File: src/logic/art_pkg.sv
// Package of constants and types for the auto-reload capture timer
package art_pkg;

    // ========================================
    // Register bus
    localparam int ART_ADDR_W = 4;
    localparam int ART_DATA_W = 8;

    localparam logic [3:0] ART_OFS_CONTROL = 4'h0;
    localparam logic [3:0] ART_OFS_RELOAD_LOW = 4'h1;
    localparam logic [3:0] ART_OFS_RELOAD_HIGH = 4'h2;
    localparam logic [3:0] ART_OFS_COUNT_LOW = 4'h3;
    localparam logic [3:0] ART_OFS_COUNT_HIGH = 4'h4;
    localparam logic [3:0] ART_OFS_CLOCK_CONFIG = 4'h5;
    localparam logic [3:0] ART_OFS_IRQ_STATUS = 4'h6;
    localparam logic [3:0] ART_OFS_IRQ_MASK = 4'h7;

    // ========================================
    // Field positions
    localparam int ART_CLK_LOW_SEL_BIT = 0;
    localparam int ART_CLK_HIGH_SEL_BIT = 1;
    localparam int ART_IRQ_TIMER_BIT = 0;
    localparam int ART_IRQ_LOW_BIT = 1;

    // ========================================
    // Reset values
    localparam logic [7:0] ART_RST_CONTROL = 8'h00;
    localparam logic [7:0] ART_RST_RELOAD = 8'h00;
    localparam logic [7:0] ART_RST_COUNT = 8'h00;
    localparam logic [1:0] ART_RST_CLOCK_CONFIG = 2'h0;
    localparam logic [1:0] ART_RST_IRQ = 2'h0;

    // ========================================
    // Timing counts
    localparam logic [3:0] ART_SYS_DIV = 4'hc;
    localparam logic [2:0] ART_EXT_DIV_LAST = 3'h7;
    localparam logic [7:0] ART_BYTE_MAX = 8'hff;
    localparam logic [7:0] ART_BYTE_ZERO = 8'h00;

    // ========================================
    // Types
    typedef struct packed {
        logic high_overflow_flag;
        logic low_overflow_flag;
        logic low_byte_irq_enable;
        logic capture_enable;
        logic split_byte_mode;
        logic run_control;
        logic capture_source_select;
        logic external_clock_select;
    } art_ctrl_t;

    typedef struct packed {
        logic [ART_ADDR_W-1:0] addr;
        logic [ART_DATA_W-1:0] wdata;
        logic wr;
        logic rd;
    } art_bus_req_t;

    typedef enum logic [1:0] {
        ART_MODE_RELOAD16,
        ART_MODE_RELOAD8,
        ART_MODE_CAPTURE16,
        ART_MODE_CAPTURE8
    } art_mode_t;

endpackage

File: src/logic/art_sync_edge.sv
// Two-flop synchroniser with rising-edge pulse
`timescale 1ns/1ps
module art_sync_edge
    import art_pkg::*;
(
    input wire logic clk_in,
    input wire logic arst_n_in,
    input wire logic async_in,
    output logic rise_out
);

    logic meta;
    logic stable;
    logic stable_d;

    // ========================================
    // Synchroniser; only the second stage is looked at
    always_ff @(posedge clk_in or negedge arst_n_in) begin
        if (!arst_n_in) begin
            meta <= 1'b0;
            stable <= 1'b0;
            stable_d <= 1'b0;
        end else begin
            meta <= async_in;
            stable <= meta;
            stable_d <= stable;
        end
    end

    assign rise_out = stable & ~stable_d;

endmodule

File: src/logic/art_byte_counter.sv
// One 8-bit counter byte with wrap, reload and software write
`timescale 1ns/1ps
module art_byte_counter
    import art_pkg::*;
(
    input wire logic clk_in,
    input wire logic arst_n_in,
    input wire logic tick_in,
    input wire logic reload_in,
    input wire logic [7:0] reload_val_in,
    input wire logic wr_in,
    input wire logic [7:0] wr_data_in,
    output logic [7:0] count_out,
    output logic wrap_out
);

    logic [7:0] count;
    logic [7:0] next_count;

    assign wrap_out = tick_in & (count == ART_BYTE_MAX);
    assign count_out = count;

    always_comb begin
        next_count = count;
        if (wr_in) begin
            next_count = wr_data_in;
        end else if (wrap_out) begin
            next_count = reload_in ? reload_val_in : ART_BYTE_ZERO;
        end else if (tick_in) begin
            next_count = count + 8'h01;
        end
    end

    always_ff @(posedge clk_in or negedge arst_n_in) begin
        if (!arst_n_in) begin
            count <= ART_RST_COUNT;
        end else begin
            count <= next_count;
        end
    end

endmodule

File: src/logic/art_timer.sv
// Auto-reload capture timer: two byte counters, clock select, capture and registers
//
// Notes on behaviour
// - Two 8-bit bytes form a 16-bit counter
// - Count clocks: system, system/12, external/8 synced
// - Split and capture clear: 16-bit reload counter
// - 16-bit rollover loads reload, sets high flag
// - Interrupt on every full 16-bit overflow
// - Low-byte rollover interrupts when low enable set
// - Split mode: two independent 8-bit reload counters
// - Run bit gates high byte only in split
// - Per-byte select: system, else /12 or /8
// - Split mode sets each byte's overflow flag
// - Split interrupts: high, or either with enable
// - Flags cleared only by software writes
// - Capture source select picks frame-start or oscillator edge
// - Capture 16-bit: wrap, latch both bytes, interrupt
// - Capture split: bytes wrap alone, latch, interrupt
// - Low overflow flag sets in every mode
//
// The address-and-strobe port and the register offsets were chosen for this implementation.
`timescale 1ns/1ps
module art_timer
    import art_pkg::*;
(
    input wire logic clk_in,
    input wire logic arst_n_in,
    input wire art_bus_req_t bus_req_in,
    output logic [ART_DATA_W-1:0] rdata_out,
    input wire logic ext_osc_in,
    input wire logic low_freq_oscillator_in,
    input wire logic frame_start_in,
    output logic irq_out,
    output logic [7:0] count_low_byte_out,
    output logic [7:0] count_high_byte_out
);

    // ========================================
    // Registers
    art_ctrl_t timer_control_reg;
    logic [7:0] reload_low_byte;
    logic [7:0] reload_high_byte;
    logic [1:0] clock_config_reg;
    logic [1:0] irq_status;
    logic [1:0] irq_mask;
    logic [ART_DATA_W-1:0] rdata;

    // ========================================
    // Internal signals
    art_mode_t mode;
    logic [3:0] sys_div_count;
    logic sys_div_tick;
    logic [2:0] ext_div_count;
    logic ext_div_tick;
    logic ext_rise;
    logic lfo_rise;
    logic sof_rise;
    logic capture_event;
    logic alt_tick;
    logic low_sel_tick;
    logic high_sel_tick;
    logic low_tick;
    logic high_tick;
    logic low_reload;
    logic high_reload;
    logic low_wrap;
    logic high_wrap;
    logic [7:0] count_low_byte;
    logic [7:0] count_high_byte;
    logic wr_control;
    logic wr_reload_low;
    logic wr_reload_high;
    logic wr_count_low;
    logic wr_count_high;
    logic wr_clock_config;
    logic wr_irq_status;
    logic wr_irq_mask;
    logic set_high_flag;
    logic set_low_flag;
    logic timer_event;
    logic low_event;
    logic reload_mode;

    // ========================================
    // Write decode
    assign wr_control = bus_req_in.wr && (bus_req_in.addr == ART_OFS_CONTROL);
    assign wr_reload_low = bus_req_in.wr && (bus_req_in.addr == ART_OFS_RELOAD_LOW);
    assign wr_reload_high = bus_req_in.wr && (bus_req_in.addr == ART_OFS_RELOAD_HIGH);
    assign wr_count_low = bus_req_in.wr && (bus_req_in.addr == ART_OFS_COUNT_LOW);
    assign wr_count_high = bus_req_in.wr && (bus_req_in.addr == ART_OFS_COUNT_HIGH);
    assign wr_clock_config = bus_req_in.wr && (bus_req_in.addr == ART_OFS_CLOCK_CONFIG);
    assign wr_irq_status = bus_req_in.wr && (bus_req_in.addr == ART_OFS_IRQ_STATUS);
    assign wr_irq_mask = bus_req_in.wr && (bus_req_in.addr == ART_OFS_IRQ_MASK);

    // ========================================
    // Mode decode
    always_comb begin
        case ({timer_control_reg.capture_enable, timer_control_reg.split_byte_mode})
            2'b00: mode = ART_MODE_RELOAD16;
            2'b01: mode = ART_MODE_RELOAD8;
            2'b10: mode = ART_MODE_CAPTURE16;
            2'b11: mode = ART_MODE_CAPTURE8;
            default: mode = ART_MODE_RELOAD16;
        endcase
    end

    assign reload_mode = (mode == ART_MODE_RELOAD16) || (mode == ART_MODE_RELOAD8);

    // ========================================
    // Pin inputs, each through two flops first
    art_sync_edge u_sync_ext (
        .clk_in(clk_in),
        .arst_n_in(arst_n_in),
        .async_in(ext_osc_in),
        .rise_out(ext_rise)
    );

    art_sync_edge u_sync_lfo (
        .clk_in(clk_in),
        .arst_n_in(arst_n_in),
        .async_in(low_freq_oscillator_in),
        .rise_out(lfo_rise)
    );

    art_sync_edge u_sync_sof (
        .clk_in(clk_in),
        .arst_n_in(arst_n_in),
        .async_in(frame_start_in),
        .rise_out(sof_rise)
    );

    // Edge detect gives exactly one pulse per event
    assign capture_event = timer_control_reg.capture_enable
        && (timer_control_reg.capture_source_select ? lfo_rise : sof_rise);

    // ========================================
    // Dividers producing enable pulses
    always_ff @(posedge clk_in or negedge arst_n_in) begin
        if (!arst_n_in) begin
            sys_div_count <= 4'h0;
        end else if (sys_div_tick) begin
            sys_div_count <= 4'h0;
        end else begin
            sys_div_count <= sys_div_count + 4'h1;
        end
    end

    assign sys_div_tick = (sys_div_count == ART_SYS_DIV - 4'h1);

    // External clock counted in synchronised edges, so it may not exceed half clk_in
    always_ff @(posedge clk_in or negedge arst_n_in) begin
        if (!arst_n_in) begin
            ext_div_count <= 3'h0;
        end else if (ext_rise) begin
            ext_div_count <= ext_div_count + 3'h1;
        end
    end

    assign ext_div_tick = ext_rise && (ext_div_count == ART_EXT_DIV_LAST);

    // ========================================
    // Clock selection per byte
    assign alt_tick = timer_control_reg.external_clock_select ? ext_div_tick : sys_div_tick;
    assign low_sel_tick = clock_config_reg[ART_CLK_LOW_SEL_BIT] ? 1'b1 : alt_tick;
    assign high_sel_tick = clock_config_reg[ART_CLK_HIGH_SEL_BIT] ? 1'b1 : alt_tick;

    always_comb begin
        low_tick = 1'b0;
        high_tick = 1'b0;
        low_reload = 1'b0;
        high_reload = 1'b0;
        case (mode)
            ART_MODE_RELOAD16: begin
                low_tick = low_sel_tick && timer_control_reg.run_control;
                high_tick = low_wrap;
                // Low byte reloads only when the whole word overflows
                low_reload = high_wrap;
                high_reload = 1'b1;
            end
            ART_MODE_RELOAD8: begin
                // Low byte free-runs in split mode
                low_tick = low_sel_tick;
                high_tick = high_sel_tick && timer_control_reg.run_control;
                low_reload = 1'b1;
                high_reload = 1'b1;
            end
            ART_MODE_CAPTURE16: begin
                low_tick = low_sel_tick && timer_control_reg.run_control;
                high_tick = low_wrap;
            end
            ART_MODE_CAPTURE8: begin
                low_tick = low_sel_tick;
                high_tick = high_sel_tick && timer_control_reg.run_control;
            end
            default: begin
                low_tick = 1'b0;
                high_tick = 1'b0;
            end
        endcase
    end

    // ========================================
    // Counter bytes
    art_byte_counter u_low (
        .clk_in(clk_in),
        .arst_n_in(arst_n_in),
        .tick_in(low_tick),
        .reload_in(low_reload),
        .reload_val_in(reload_low_byte),
        .wr_in(wr_count_low),
        .wr_data_in(bus_req_in.wdata),
        .count_out(count_low_byte),
        .wrap_out(low_wrap)
    );

    art_byte_counter u_high (
        .clk_in(clk_in),
        .arst_n_in(arst_n_in),
        .tick_in(high_tick),
        .reload_in(high_reload),
        .reload_val_in(reload_high_byte),
        .wr_in(wr_count_high),
        .wr_data_in(bus_req_in.wdata),
        .count_out(count_high_byte),
        .wrap_out(high_wrap)
    );

    always_ff @(posedge clk_in or negedge arst_n_in) begin
        if (!arst_n_in) begin
            count_low_byte_out <= ART_RST_COUNT;
            count_high_byte_out <= ART_RST_COUNT;
        end else begin
            count_low_byte_out <= count_low_byte;
            count_high_byte_out <= count_high_byte;
        end
    end

    // ========================================
    // Reload bytes; a capture wins over a software write
    always_ff @(posedge clk_in or negedge arst_n_in) begin
        if (!arst_n_in) begin
            reload_low_byte <= ART_RST_RELOAD;
            reload_high_byte <= ART_RST_RELOAD;
        end else if (capture_event) begin
            reload_low_byte <= count_low_byte;
            reload_high_byte <= count_high_byte;
        end else begin
            if (wr_reload_low) begin
                reload_low_byte <= bus_req_in.wdata;
            end
            if (wr_reload_high) begin
                reload_high_byte <= bus_req_in.wdata;
            end
        end
    end

    // ========================================
    // Control register and overflow flags
    assign set_high_flag = high_wrap;
    assign set_low_flag = low_wrap;

    always_ff @(posedge clk_in or negedge arst_n_in) begin
        if (!arst_n_in) begin
            timer_control_reg <= art_ctrl_t'(ART_RST_CONTROL);
        end else begin
            if (wr_control) begin
                timer_control_reg <= art_ctrl_t'(bus_req_in.wdata);
            end
            // Flags only set here; software clears by writing zero, a set wins
            if (set_high_flag) begin
                timer_control_reg.high_overflow_flag <= 1'b1;
            end
            if (set_low_flag) begin
                timer_control_reg.low_overflow_flag <= 1'b1;
            end
        end
    end

    always_ff @(posedge clk_in or negedge arst_n_in) begin
        if (!arst_n_in) begin
            clock_config_reg <= ART_RST_CLOCK_CONFIG;
        end else if (wr_clock_config) begin
            clock_config_reg <= bus_req_in.wdata[1:0];
        end
    end

    // ========================================
    // Interrupt events
    always_comb begin
        timer_event = 1'b0;
        low_event = 1'b0;
        if (reload_mode) begin
            timer_event = high_wrap;
            low_event = low_wrap && timer_control_reg.low_byte_irq_enable;
        end else begin
            timer_event = capture_event;
        end
    end

    // Sticky status, write one to clear, event wins
    always_ff @(posedge clk_in or negedge arst_n_in) begin
        if (!arst_n_in) begin
            irq_status <= ART_RST_IRQ;
        end else begin
            irq_status <= (irq_status & ~(wr_irq_status ? bus_req_in.wdata[1:0] : 2'h0))
                | {low_event, timer_event};
        end
    end

    always_ff @(posedge clk_in or negedge arst_n_in) begin
        if (!arst_n_in) begin
            irq_mask <= ART_RST_IRQ;
        end else if (wr_irq_mask) begin
            irq_mask <= bus_req_in.wdata[1:0];
        end
    end

    // Mask bits stand for the timer interrupt enables
    assign irq_out = |(irq_status & irq_mask);

    // ========================================
    // Read path, data one cycle after the strobe
    always_ff @(posedge clk_in or negedge arst_n_in) begin
        if (!arst_n_in) begin
            rdata <= 8'h00;
        end else if (bus_req_in.rd) begin
            case (bus_req_in.addr)
                ART_OFS_CONTROL: rdata <= timer_control_reg;
                ART_OFS_RELOAD_LOW: rdata <= reload_low_byte;
                ART_OFS_RELOAD_HIGH: rdata <= reload_high_byte;
                ART_OFS_COUNT_LOW: rdata <= count_low_byte;
                ART_OFS_COUNT_HIGH: rdata <= count_high_byte;
                ART_OFS_CLOCK_CONFIG: rdata <= {6'h00, clock_config_reg};
                ART_OFS_IRQ_STATUS: rdata <= {6'h00, irq_status};
                ART_OFS_IRQ_MASK: rdata <= {6'h00, irq_mask};
                default: rdata <= 8'h00;
            endcase
        end else begin
            rdata <= 8'h00;
        end
    end

    assign rdata_out = rdata;

endmodule

File: config.mk
export PLATFORM = sky130hd
export DESIGN_NAME = art_timer
export DESIGN_NICKNAME = d
export VERILOG_FILES = /design/src/logic/art_pkg.sv /design/src/logic/art_sync_edge.sv /design/src/logic/art_byte_counter.sv /design/src/logic/art_timer.sv
export SDC_FILE = /design/constraint.sdc
export NUM_CORES = 1
export LEC_CHECK = 0
export BUFFER_PORTS_ARGS = -buffer_cell sky130_fd_sc_hd__buf_2
export CAP_MARGIN = 10
export CORE_ASPECT_RATIO = 0.7
export CORE_MARGIN = 5
export CORE_UTILIZATION = 50
export DETAILED_ROUTE_END_ITERATION = 12
export GPL_TIMING_DRIVEN = 1
export PLACE_DENSITY = 0.7
export SLEW_MARGIN = 20
export SYNTH_ARGS = -nofsm -noshare
export SYNTH_HDL_FRONTEND = slang
export SYNTH_SLANG_ARGS = --single-unit
File: constraint.sdc
create_clock -name clk_in -period 3.7 [get_ports clk_in]
set_input_delay 0.37 -clock clk_in [delete_from_list [all_inputs] [get_ports clk_in]]
set_output_delay 0.37 -clock clk_in [all_outputs]
set_load 0.01 [all_outputs]
==> results.txt, run 1 <==
----------------------------------------------------
[Outcome]
  Run status ... completed

[Placement]
  Post-Place Cells ... 499
  Number of input and output port buffers inserted ... 43
  Post-DP HPWL ... 7110 um
  Final GP Congestion ... 0.905

[Routing]
  Antenna viol nets, final ... 0
  Via count of the routed design ... 3,240
  Total routed wirelength ... 10,400 um
  Number of vias per cell after detailed routing ... 6.29
  Avg WL per Cell ... 20.1 um
  Violation count after the first detailed-route iteration ... 319
  Number of iterations in the first detailed-routing pass ... 5
  Number of remaining DRC errors ... 0

[STA]
  Min Hold Slack ... 0.0718 ns
  Tcrit/Tclk final ... 68.4%
  Final hold violations ... 0
  Sum Neg Setup Slack ... 0 ns
  Setup repair after global routing missed its margin ... false
  Measured slew at the worst slew-check pin ... 1.00 ns
  Final Max Slew Viols ... 0
  Final setup violation count ... 0
  Clock Skews ... 0.00569 ns
  Maximum clock frequency ... 0.395 GHz
  Tightest slew margin relative to the limit ... 33.1%
  Final worst path period need ... 2.53 ns

[Worst setup path]
  Slowest cell on the critical path ... sky130_fd_sc_hd__o32ai_1
  Worst path most repeated cell ... sky130_fd_sc_hd__ha_1
  Critical path endpoint category ... register
  Critical path buffers and inverters ... 0
  Data required time at the worst endpoint ... 3.91 ns
  Endpoint arrival time on the critical path ... 2.74 ns
  Family with the most delay on the worst path ... compound AO/OA/AOI/OAI gates
  Maximum fanout count along the critical path ... 7
  Slowest stage delay, CP ... 0.82 ns
  Critical path start-end classification ... register to register
  Worst path cell trace ... ha_1 -> ha_1 -> and4b_1 -> o32ai_1 -> nor2_2 -> a221oi_1 -> a21oi_1
  Kind of start point of the critical path ... register

[GRT]
  Pin count of the biggest net entering global routing ... 87
  First-pass GRT wire length ... 17,100 um
  Antenna violations before repair ... 0
  GRT Util Overall ... 21.5%
  Vias in the first global route ... 3,074
  Leftover overflow at the end of global routing ... 0

[Pwr]
  Leak Pwr ... 2.01 nW
  Worst IR Drop VDD ... 0.000430 V
  Total power density per cell area ... 711 nW/um^2

[Logic synthesis]
  Register area share after synthesis ... 52.8%
  Async set-reset flop share out of synthesis ... 100%
  Cell count after synthesis ... 372
  Netlist cell types ... 62
  Post-synth top flop ... sky130_fd_sc_hd__dfrtp_1
  Area contributors post-synth ... sky130_fd_sc_hd__dfrtp_1 (53%), sky130_fd_sc_hd__mux2i_1 (4.4%), sky130_fd_sc_hd__a21oi_1 (3.7%)
  Net count after synthesis ... 396
  Total standard cell area after synthesis ... 4080 um^2
  Most instantiated library cell after synthesis ... sky130_fd_sc_hd__dfrtp_1
  Library cell with the largest summed area after synthesis ... sky130_fd_sc_hd__dfrtp_1
  Number of synthesized register bits ... 86
  Synth top area share ... 52.8%
  Count of warnings emitted by yosys ... 0
  Top cells by instance count after synthesis ... sky130_fd_sc_hd__dfrtp_1 (86), sky130_fd_sc_hd__nor2_1 (35), sky130_fd_sc_hd__a21oi_1 (30)
  Post-synth EDFFs ... 0
  Synthesized area per cell ... 11.0 um^2

[Cells and area]
  Share of layout cells above drive strength 1 ... 20.8%
  Growth of design area from synthesis to finish ... 13.7%
  Number of nets at the end of the flow ... 433
  Number of antenna repair diodes ... 0
  Post-route insts no fill ... 515

[Die]
  Die Height ... 85.6 um
  Effective utilization at floorplan ... 51.6%
  Die area ... 10,100 um^2
  Number of primary I/O pins ... 44
  Horizontal die dimension ... 118 um
  Site row count ... 27
  Area of the core ... 7910 um^2

[CTS]
  CTS tree ... built
  CTS buffer count ... 9
  Clock sink count ... 86
  Maximum root-to-sink buffer count ... 2
  Setup bufs post-CTS ... 0
  Cts hold-fix bufs ... 0
  Master cell of the clock root buffer ... sky130_fd_sc_hd__clkbuf_16
  Clock-pin slew on the worst setup and hold paths ... 0.06 ns
  H-tree depth ... 3
  Worst skew pair latency ... 0.34 ns
  Post-cts sizing count ... 0

[Worst hold path]
  Worst hold path class ... input port to async pin

[Run]
  Max-cap violation count ... 0

----------------------------------------------------
[where the power goes]
| part | switching (mW) | total [mW] | internal [mW] | leakage [nW] |
|---|---|---|---|---|
| Combinational | 0.417 | 0.802 | 0.385 | 0.866 |
| Clock | 0.364 | 0.837 | 0.473 | 0.135 |
| Sequential | 0.405 | 1.66 | 1.25 | 1.01 |
[final timing paths]
path	to	startpoint	cells past startpoint	slack [ns]
setup / recovery	u_low.count_out[0]	ext_div_count[0]	7	1.17
hold / removal	count_high_byte_out[0]	arst_n_in	1	0.07
setup reg to reg	u_low.count_out[0]	ext_div_count[0]	7	1.17
hold reg to reg	u_sync_lfo.stable	u_sync_lfo.meta	0	0.35
max in group asynchronous	reload_low_byte[6]	arst_n_in	1	3.09
min in group clk_in	u_sync_lfo.meta	low_freq_oscillator_in	1	0.13
[cells in the final DEF (no fill, tap or decap), drive strengths merged, types with 4 or more instances in the layout]
cell type	synthesis	layout
dfrtp	86	86
a222oi	6	6
a311oi	4	4
a211oi	6	6
buf	13	46
mux2i	18	18
ha	5	5
inv	4	4
a221oi	4	4
nand3	9	9
a22oi	7	7
mux2	13	13
o21ai	7	7
clkbuf	7	11
nand4	5	5
a31oi	5	5
clkinv	0	4
nand2	27	27
nor3	11	11
nor2	36	36
o31ai	6	6
a21oi	30	30
xnor2	6	6
[final cells by class]
| type | instances | area, um^2 |
|---|---|---|
| clock buffers | 11 | 243 |
| inverters | 4 | 15.0 |
| well taps | 101 | 126 |
| clock inverters | 5 | 35.0 |
| flip-flops and latches | 86 | 2150 |
| repair buffers | 46 | 244 |
| fillers | 668 | 3270 |
| multi-input cells | 262 | 1820 |
[routing by layer]
layer  vias up  part of all wire (%)  routed length (um)  GRT usage, %
met5         -                     0                   0             0
met4         0                   1.5                 155          6.98
met3        17                   7.6                 786          5.08
met2       143                    43                4480          30.2
met1      1606                    48                4940          32.6
li1       1474                     -                   -             -
[kinds of logic (layout without fill, tap and decap cells)]
kind of cell,after synthesis,count (layout),synth area share [%]
adder cells (fa/ha/maj),5,5,1.53
AND/OR/NAND/NOR,123,123,16.4
XOR/XNOR,9,9,1.93
buffers and inverters,24,66,2.85
flip-flops,86,86,52.8
AO/OA/AOI/OAI,94,94,16.5
multiplexers,31,31,8.01
[stage by stage]
step / setup WS, ns / util (%) / total power [mW] / cell area (um^2)
5_1_grt: 1.04 / 58.6 / 3.50 / 4630
3_5_place_dp: 1.27 / 55.0 / 2.45 / 4350
3_3_place_gp: 1.39 / 55.0 / 2.43 / 4350
4_1_cts: 1.26 / 58.5 / 3.30 / 4620
6_report: 1.17 / 58.6 / 3.30 / 4630
2_1_floorplan: 1.57 / - / 2.10 / 4080
Power figures use the tool's default switching activity.
==> run 2: changes to the inputs <==
ABC_AREA = 1   (was not set)
PLACE_DENSITY = 0.72   (was 0.7)
clock period = 2.2 ns   (was 3.7 ns; I/O delays follow)
==> run 2 against run 1 <==
  * Global-route usage rose by 1.8 points
  * Sequential cell count unchanged
  * Largest power group unchanged
  * Total power increased by 63%
  * Clock skew is 0.0021 ns higher
  * Worst hold slack improved by 0.11 ns
  * Count of clock-buffer cells in the layout unchanged
  * Via count increased by 15%
==> results.txt, run 2 <==
----------------------------------------------------
[Pwr]
  Worst IR Drop VDD ... 0.000554 V
  Overall Power ... 5.36 mW
  Total power density per cell area ... 1100 nW/um^2
  Leak Pwr ... 2.51 nW

[Logic synthesis]
  Top cells by instance count after synthesis ... sky130_fd_sc_hd__nand2_1 (141), sky130_fd_sc_hd__dfrtp_1 (86), sky130_fd_sc_hd__inv_1 (67)
  Dominant combinational cell family by area after synthesis ... simple AND/OR/NAND/NOR gates
  Async set-reset flop share out of synthesis ... 100%
  Library cell with the largest summed area after synthesis ... sky130_fd_sc_hd__dfrtp_1
  Count of warnings emitted by yosys ... 0
  Synthesized area per cell ... 8.50 um^2
  Multiplexer share of the synthesized area ... 0.546%
  Total standard cell area after synthesis ... 4120 um^2
  Synth top area share ... 52.2%
  XOR/XNOR Fraction of Synth Area ... 2.55%
  Register area share after synthesis ... 52.2%
  Net count after synthesis ... 509
  Most instantiated library cell after synthesis ... sky130_fd_sc_hd__nand2_1
  Area contributors post-synth ... sky130_fd_sc_hd__dfrtp_1 (52%), sky130_fd_sc_hd__nand2_1 (13%), sky130_fd_sc_hd__inv_1 (6.1%)
  Cell count after synthesis ... 485
  Netlist cell types ... 37
  Post-synthesis adder-cell area fraction ... 1.52%
  Area share of and/or/nand/nor cells after synthesis ... 22.8%
  Fraction of the mapped netlist area in compound gates ... 13.3%
  Post-synth EDFFs ... 0
  Number of synthesized register bits ... 86
  Post-synth top flop ... sky130_fd_sc_hd__dfrtp_1

[CTS]
  CTS buffer count ... 9
  H-tree depth ... 3
  Clock sink count ... 86
  Master cell of the clock root buffer ... sky130_fd_sc_hd__clkbuf_16
  CTS tree ... built
  Worst skew pair latency ... 0.35 ns
  Clock-pin slew on the worst setup and hold paths ... 0.06 ns
  Maximum root-to-sink buffer count ... 2

[Placement]
  Area post-placement ... 4500 um^2
  Final GP Congestion ... 0.939
  Pre-CTS worst setup slack ... -0.0725 ns
  Number of input and output port buffers inserted ... 43
  Post-DP HPWL ... 8130 um

[Cells and area]
  Share of layout cells above drive strength 1 ... 15.6%
  Top library cells by usage in the layout, fill and taps aside ... sky130_fd_sc_hd__nand2_1 (139), sky130_fd_sc_hd__dfrtp_1 (86), sky130_fd_sc_hd__inv_1 (67)
  Most frequent standard cell in the layout excluding fill and tap cells ... sky130_fd_sc_hd__nand2_1
  Final Cell Area ... 4860 um^2
  Filler cell count in the final layout ... 677
  Number of antenna repair diodes ... 0
  Number of nets at the end of the flow ... 570
  Growth of design area from synthesis to finish ... 17.9%
  Utilization after layout ... 61.2%

[Worst setup path]
  Kind of start point of the critical path ... register
  Setup crit end ... u_low.count_out[4]
  Critical path endpoint category ... register
  Startpoint of the worst-slack reg-to-reg timing path ... u_low.count_out[0]
  Flop-to-flop setup slack ... 0.12 ns
  CP startpoint ... u_low.count_out[0]
  Critical path start-end classification ... register to register
  Number of cells on the worst reg-to-reg path ... 11
  Maximum fanout count along the critical path ... 9
  Data required time at the worst endpoint ... 2.48 ns
  Terminus of the critical flop-to-flop path ... u_low.count_out[4]
  Endpoint arrival time on the critical path ... 2.36 ns

[STA]
  Tcrit/Tclk final ... 94.5%
  Final Max Slew Viols ... 0
  Clock Skews ... 0.00777 ns
  Min Hold Slack ... 0.185 ns
  Maximum clock frequency ... 0.481 GHz
  Tightest slew margin relative to the limit ... 53.6%
  Final worst path period need ... 2.08 ns
  Setup slack after layout ... 0.121 ns
  Final setup violation count ... 0
  Final hold violations ... 0
  Measured slew at the worst slew-check pin ... 0.691 ns

[Die]
  Die Height ... 86.0 um
  Effective utilization at floorplan ... 51.9%
  Site row count ... 27
  Area of the core ... 7940 um^2
  Horizontal die dimension ... 119 um
  Die area ... 10,200 um^2
  Number of primary I/O pins ... 44

[GRT]
  Leftover overflow at the end of global routing ... 0
  GRT Util Overall ... 23.2%
  First-pass GRT wire length ... 18,600 um
  Vias in the first global route ... 3,519
  Antenna violations before repair ... 0
  Pin count of the biggest net entering global routing ... 87

[Routing]
  Number of iterations in the first detailed-routing pass ... 5
  Via count of the routed design ... 3,728
  Antenna viol nets, final ... 0
  Number of vias per cell after detailed routing ... 5.73
  Violation count after the first detailed-route iteration ... 454
  Total routed wirelength ... 11,300 um
  Avg WL per Cell ... 17.3 um
  Number of remaining DRC errors ... 0

[Run]
  Max-cap violation count ... 0

[Worst hold path]
  Critical hold path startpoint ... bus_req_in[9]
  Worst hold path class ... input port to register

[Outcome]
  Run status ... completed

----------------------------------------------------
## run 2: cell count changes after synthesis, sizes merged, moves of 8 or more
cell | previous run | this run
nand2 | 27 | 145
inv | 4 | 69
o21ai | 7 | 30
mux2i | 18 | 0
nand3 | 9 | 21
mux2 | 13 | 2
a21oi | 30 | 21
buf | 13 | 5
o211ai | 1 | 9
## run 2: area by class of cell
class | instances | area (um^2) | share of cell area (%)
sequential | 86 | 2150 | 44.3
timing repair buffer | 57 | 345 | 7.10
clock inverter | 4 | 47.5 | 0.978
tap | 101 | 126 | 2.60
clock buffer | 11 | 243 | 4.99
inverter | 69 | 259 | 5.33
multi-input combinational | 323 | 1690 | 34.7
## run 2: how the worst min path moves through the flow
stage | end | cells past startpoint
6_report | timer_control_reg[7] | 3
5_1_grt | timer_control_reg[7] | 3
4_1_cts | timer_control_reg[7] | 3
3_5_place_dp | sys_div_count[3] | 2
3_3_place_gp | sys_div_count[3] | 2
2_1_floorplan | clock_config_reg[0] | 0
## run 2: per-layer routing
layer | part of all wire [%] | track usage [%] | routed length (um) | vias to the layer above
met2 | 42 | 32.5 | 4710 | 228
li1 | - | - | - | 1708
met4 | 1.8 | 7.42 | 208 | 0
met3 | 11 | 6.39 | 1280 | 32
met5 | 0 | 0 | 0 | -
met1 | 45 | 34.9 | 5090 | 1760
## run 2: metrics by stage
step           std cells  setup TNS, ns
6_report             651              0
3_3_place_gp         630              0
3_5_place_dp         630         -0.337
2_1_floorplan        485              0
5_1_grt              651        -0.0132
4_1_cts              649              0
## run 2: what timing repair did
item	CTS	global route
hold endpoints to repair	89	0
pin swaps	0	1
buffers inserted	0	2
setup endpoints to repair	8	12
hold buffers	4	0
resized for setup	1	3
## run 2: cell families (layout without fill, tap and decap cells)
logic type / count (synthesis) / in the layout
simple gates: 216 / 216
xor+xnor: 12 / 12
fa+ha+maj: 5 / 5
compound gates: 88 / 88
mux: 2 / 2
flops: 86 / 86
buf+inv: 76 / 141
## run 2: where the power goes
group	internal, mW	switching [mW]	leakage [nW]
Clock	0.900	0.601	0.141
Combinational	0.580	0.850	1.28
Sequential	2.06	0.373	1.09
## run 2: critical path, stage by stage (launching register included)
cell                      delay [ns]
sky130_fd_sc_hd__dfrtp_1        0.43
sky130_fd_sc_hd__ha_1           0.24
sky130_fd_sc_hd__nand3_2        0.13
sky130_fd_sc_hd__nor3_2         0.31
sky130_fd_sc_hd__nand4_2        0.17
sky130_fd_sc_hd__nand2_4        0.16
sky130_fd_sc_hd__nand3_4        0.16
sky130_fd_sc_hd__nand2_4        0.16
sky130_fd_sc_hd__nand2_1        0.08
sky130_fd_sc_hd__nand2_1        0.08
sky130_fd_sc_hd__nand2_1        0.05
sky130_fd_sc_hd__nand2_1        0.05
==> run 3: changes to the inputs <==
ABC_AREA = not set   (was 1)
==> run 3 against run 2 <==
  * Setup slack got worse by 0.038 ns
  * Non-clock buffer count increased by 21
  * Fmax decreased by 1.8%
  * Combinational power increased by 27%
  * Cell area increased by 2.2%
==> results.txt, run 3 (synthesis results as in run 1) <==
----------------------------------------------------
[Worst hold path]
  Worst hold path stage count ... 3
  Critical hold path startpoint ... bus_req_in[6]
  Endpoint, Worst Hold ... u_high.count_out[4]
  Worst hold path class ... input port to register

[Routing]
  Violation count after the first detailed-route iteration ... 343
  Number of vias per cell after detailed routing ... 6.18
  Via count of the routed design ... 3,378
  Number of remaining DRC errors ... 0
  Antenna viol nets, final ... 0
  Total routed wirelength ... 10,800 um
  Avg WL per Cell ... 19.7 um
  Number of iterations in the first detailed-routing pass ... 5

[Die]
  Area of the core ... 7910 um^2
  Die area ... 10,100 um^2
  Effective utilization at floorplan ... 51.6%
  Site row count ... 27
  Number of primary I/O pins ... 44
  Horizontal die dimension ... 118 um
  Die Height ... 85.6 um

[Worst setup path]
  Flop-to-flop setup slack ... 0.08 ns
  Number of cells on the worst reg-to-reg path ... 6
  Endpoint arrival time on the critical path ... 2.34 ns
  Kind of start point of the critical path ... register
  Critical path start-end classification ... register to register
  Startpoint of the worst-slack reg-to-reg timing path ... ext_div_count[0]
  Critical path endpoint category ... register
  Terminus of the critical flop-to-flop path ... irq_status[0]
  Maximum fanout count along the critical path ... 6
  Data required time at the worst endpoint ... 2.43 ns

[STA]
  Measured slew at the worst slew-check pin ... 0.672 ns
  Final Max Slew Viols ... 0
  Final worst path period need ... 2.12 ns
  Maximum clock frequency ... 0.472 GHz
  Final setup violation count ... 0
  Tightest slew margin relative to the limit ... 54.6%
  Final hold violations ... 0
  Setup repair after global routing missed its margin ... true
  Sum Neg Setup Slack ... 0 ns
  Tcrit/Tclk final ... 96.2%
  Clock Skews ... 0.00643 ns

[Cells and area]
  Most frequent standard cell in the layout excluding fill and tap cells ... sky130_fd_sc_hd__dfrtp_1
  Final Cell Area ... 4970 um^2
  Filler cell count in the final layout ... 639
  Number of antenna repair diodes ... 0
  Growth of design area from synthesis to finish ... 21.9%
  Number of nets at the end of the flow ... 465
  Area occupied by registers ... 2150 um^2
  Multi-input logic area ... 1830 um^2
  Top library cells by usage in the layout, fill and taps aside ... sky130_fd_sc_hd__dfrtp_1 (86), sky130_fd_sc_hd__buf_2 (42), sky130_fd_sc_hd__nor2_1 (34)
  Share of layout cells above drive strength 1 ... 26.5%

[GRT]
  First-pass GRT wire length ... 17,800 um
  Vias in the first global route ... 3,313
  GRT Util Overall ... 22.3%
  Antenna violations before repair ... 0
  Pin count of the biggest net entering global routing ... 41
  Leftover overflow at the end of global routing ... 0

[Pwr]
  Leak Pwr ... 2.20 nW
  Total power density per cell area ... 1230 nW/um^2
  Worst IR Drop VDD ... 0.000904 V

[CTS]
  Clock-pin slew on the worst setup and hold paths ... 0.06 ns
  CTS tree ... built
  Master cell of the clock root buffer ... sky130_fd_sc_hd__clkbuf_16
  Maximum root-to-sink buffer count ... 2
  H-tree depth ... 3
  CTS buffer count ... 9
  Worst skew pair latency ... 0.34 ns
  Clock sink count ... 86

[Placement]
  Number of input and output port buffers inserted ... 43
  Post-DP HPWL ... 7630 um
  Area post-placement ... 4550 um^2
  Final GP Congestion ... 0.901

[Run]
  Max-cap violation count ... 0

[Outcome]
  Run status ... completed

----------------------------------------------------
[run 3: power by group]
| part | leakage (nW) | internal (mW) | switching [mW] |
|---|---|---|---|
| combinational | 1.02 | 0.840 | 0.977 |
| sequential | 1.01 | 2.11 | 0.464 |
| clock | 0.172 | 1.14 | 0.605 |
[run 3: timing repair]
| item | 4_1_cts | 5_1_grt |
|---|---|---|
| resized for setup | 1 | 4 |
| hold endpoints to repair | 26 | 0 |
| setup buffers | 0 | 3 |
| endpoints found under the setup margin | 1 | 10 |
| pin swaps | 0 | 2 |
| hold buffers | 4 | 0 |
[run 3: worst max-delay path by stage]
| stage | from | to | slack (ns) | depth (start not counted) |
|---|---|---|---|---|
| floorplan | ext_div_count[0] | irq_status[0] | 0.07 | 7 |
| global placement | ext_div_count[0] | irq_status[0] | 0.04 | 6 |
| detailed placement | ext_div_count[0] | irq_status[0] | 0.01 | 6 |
| CTS | ext_div_count[0] | irq_status[0] | 0.05 | 6 |
| global route | ext_div_count[0] | u_high.count_out[1] | -0.02 | 8 |
| finish | ext_div_count[0] | irq_status[0] | 0.08 | 6 |
[run 3: metal layers]
layer	GRT usage (%)	vias to the layer above	wire, um
met5	0	-	0
met4	6.46	0	162
met3	5.74	19	1010
met2	32.1	171	4590
met1	33.2	1650	5030
li1	-	1538	-
[run 3: critical path, stage by stage, from the launching register on]
cell                       delay [ns]
sky130_fd_sc_hd__dfrtp_1         0.38
sky130_fd_sc_hd__ha_1            0.20
sky130_fd_sc_hd__ha_1            0.17
sky130_fd_sc_hd__and4b_1         0.22
sky130_fd_sc_hd__or4_4           0.45
sky130_fd_sc_hd__o2111a_2        0.24
sky130_fd_sc_hd__a221o_1         0.35
[run 3: cell type report]
type                       count  share of cell area [%]
timing repair buffer          78                    10.1
multi-input combinational    262                    36.7
sequential                    86                    43.3
inverter                       4                   0.302
clock buffer                  10                    4.81
tap                          101                    2.54
clock inverter                 6                    2.19
[run 3: per-stage QoR]
| step | hold WS, ns | instances | worst slack, ns | power, mW | utilization (%) |
|---|---|---|---|---|---|
| 2_1_floorplan | -0.0756 | 372 | 0.0654 | 3.53 | - |
| 3_3_place_gp | 0.143 | 524 | 0.0427 | 4.26 | 57.5 |
| 3_5_place_dp | 0.146 | 524 | 0.0109 | 4.32 | 57.5 |
| 4_1_cts | 0.177 | 544 | 0.0459 | 6.10 | 62.4 |
| 5_1_grt | 0.178 | 547 | -0.0169 | 6.50 | 62.9 |
| 6_report | 0.187 | 547 | 0.0833 | 6.13 | 62.9 |
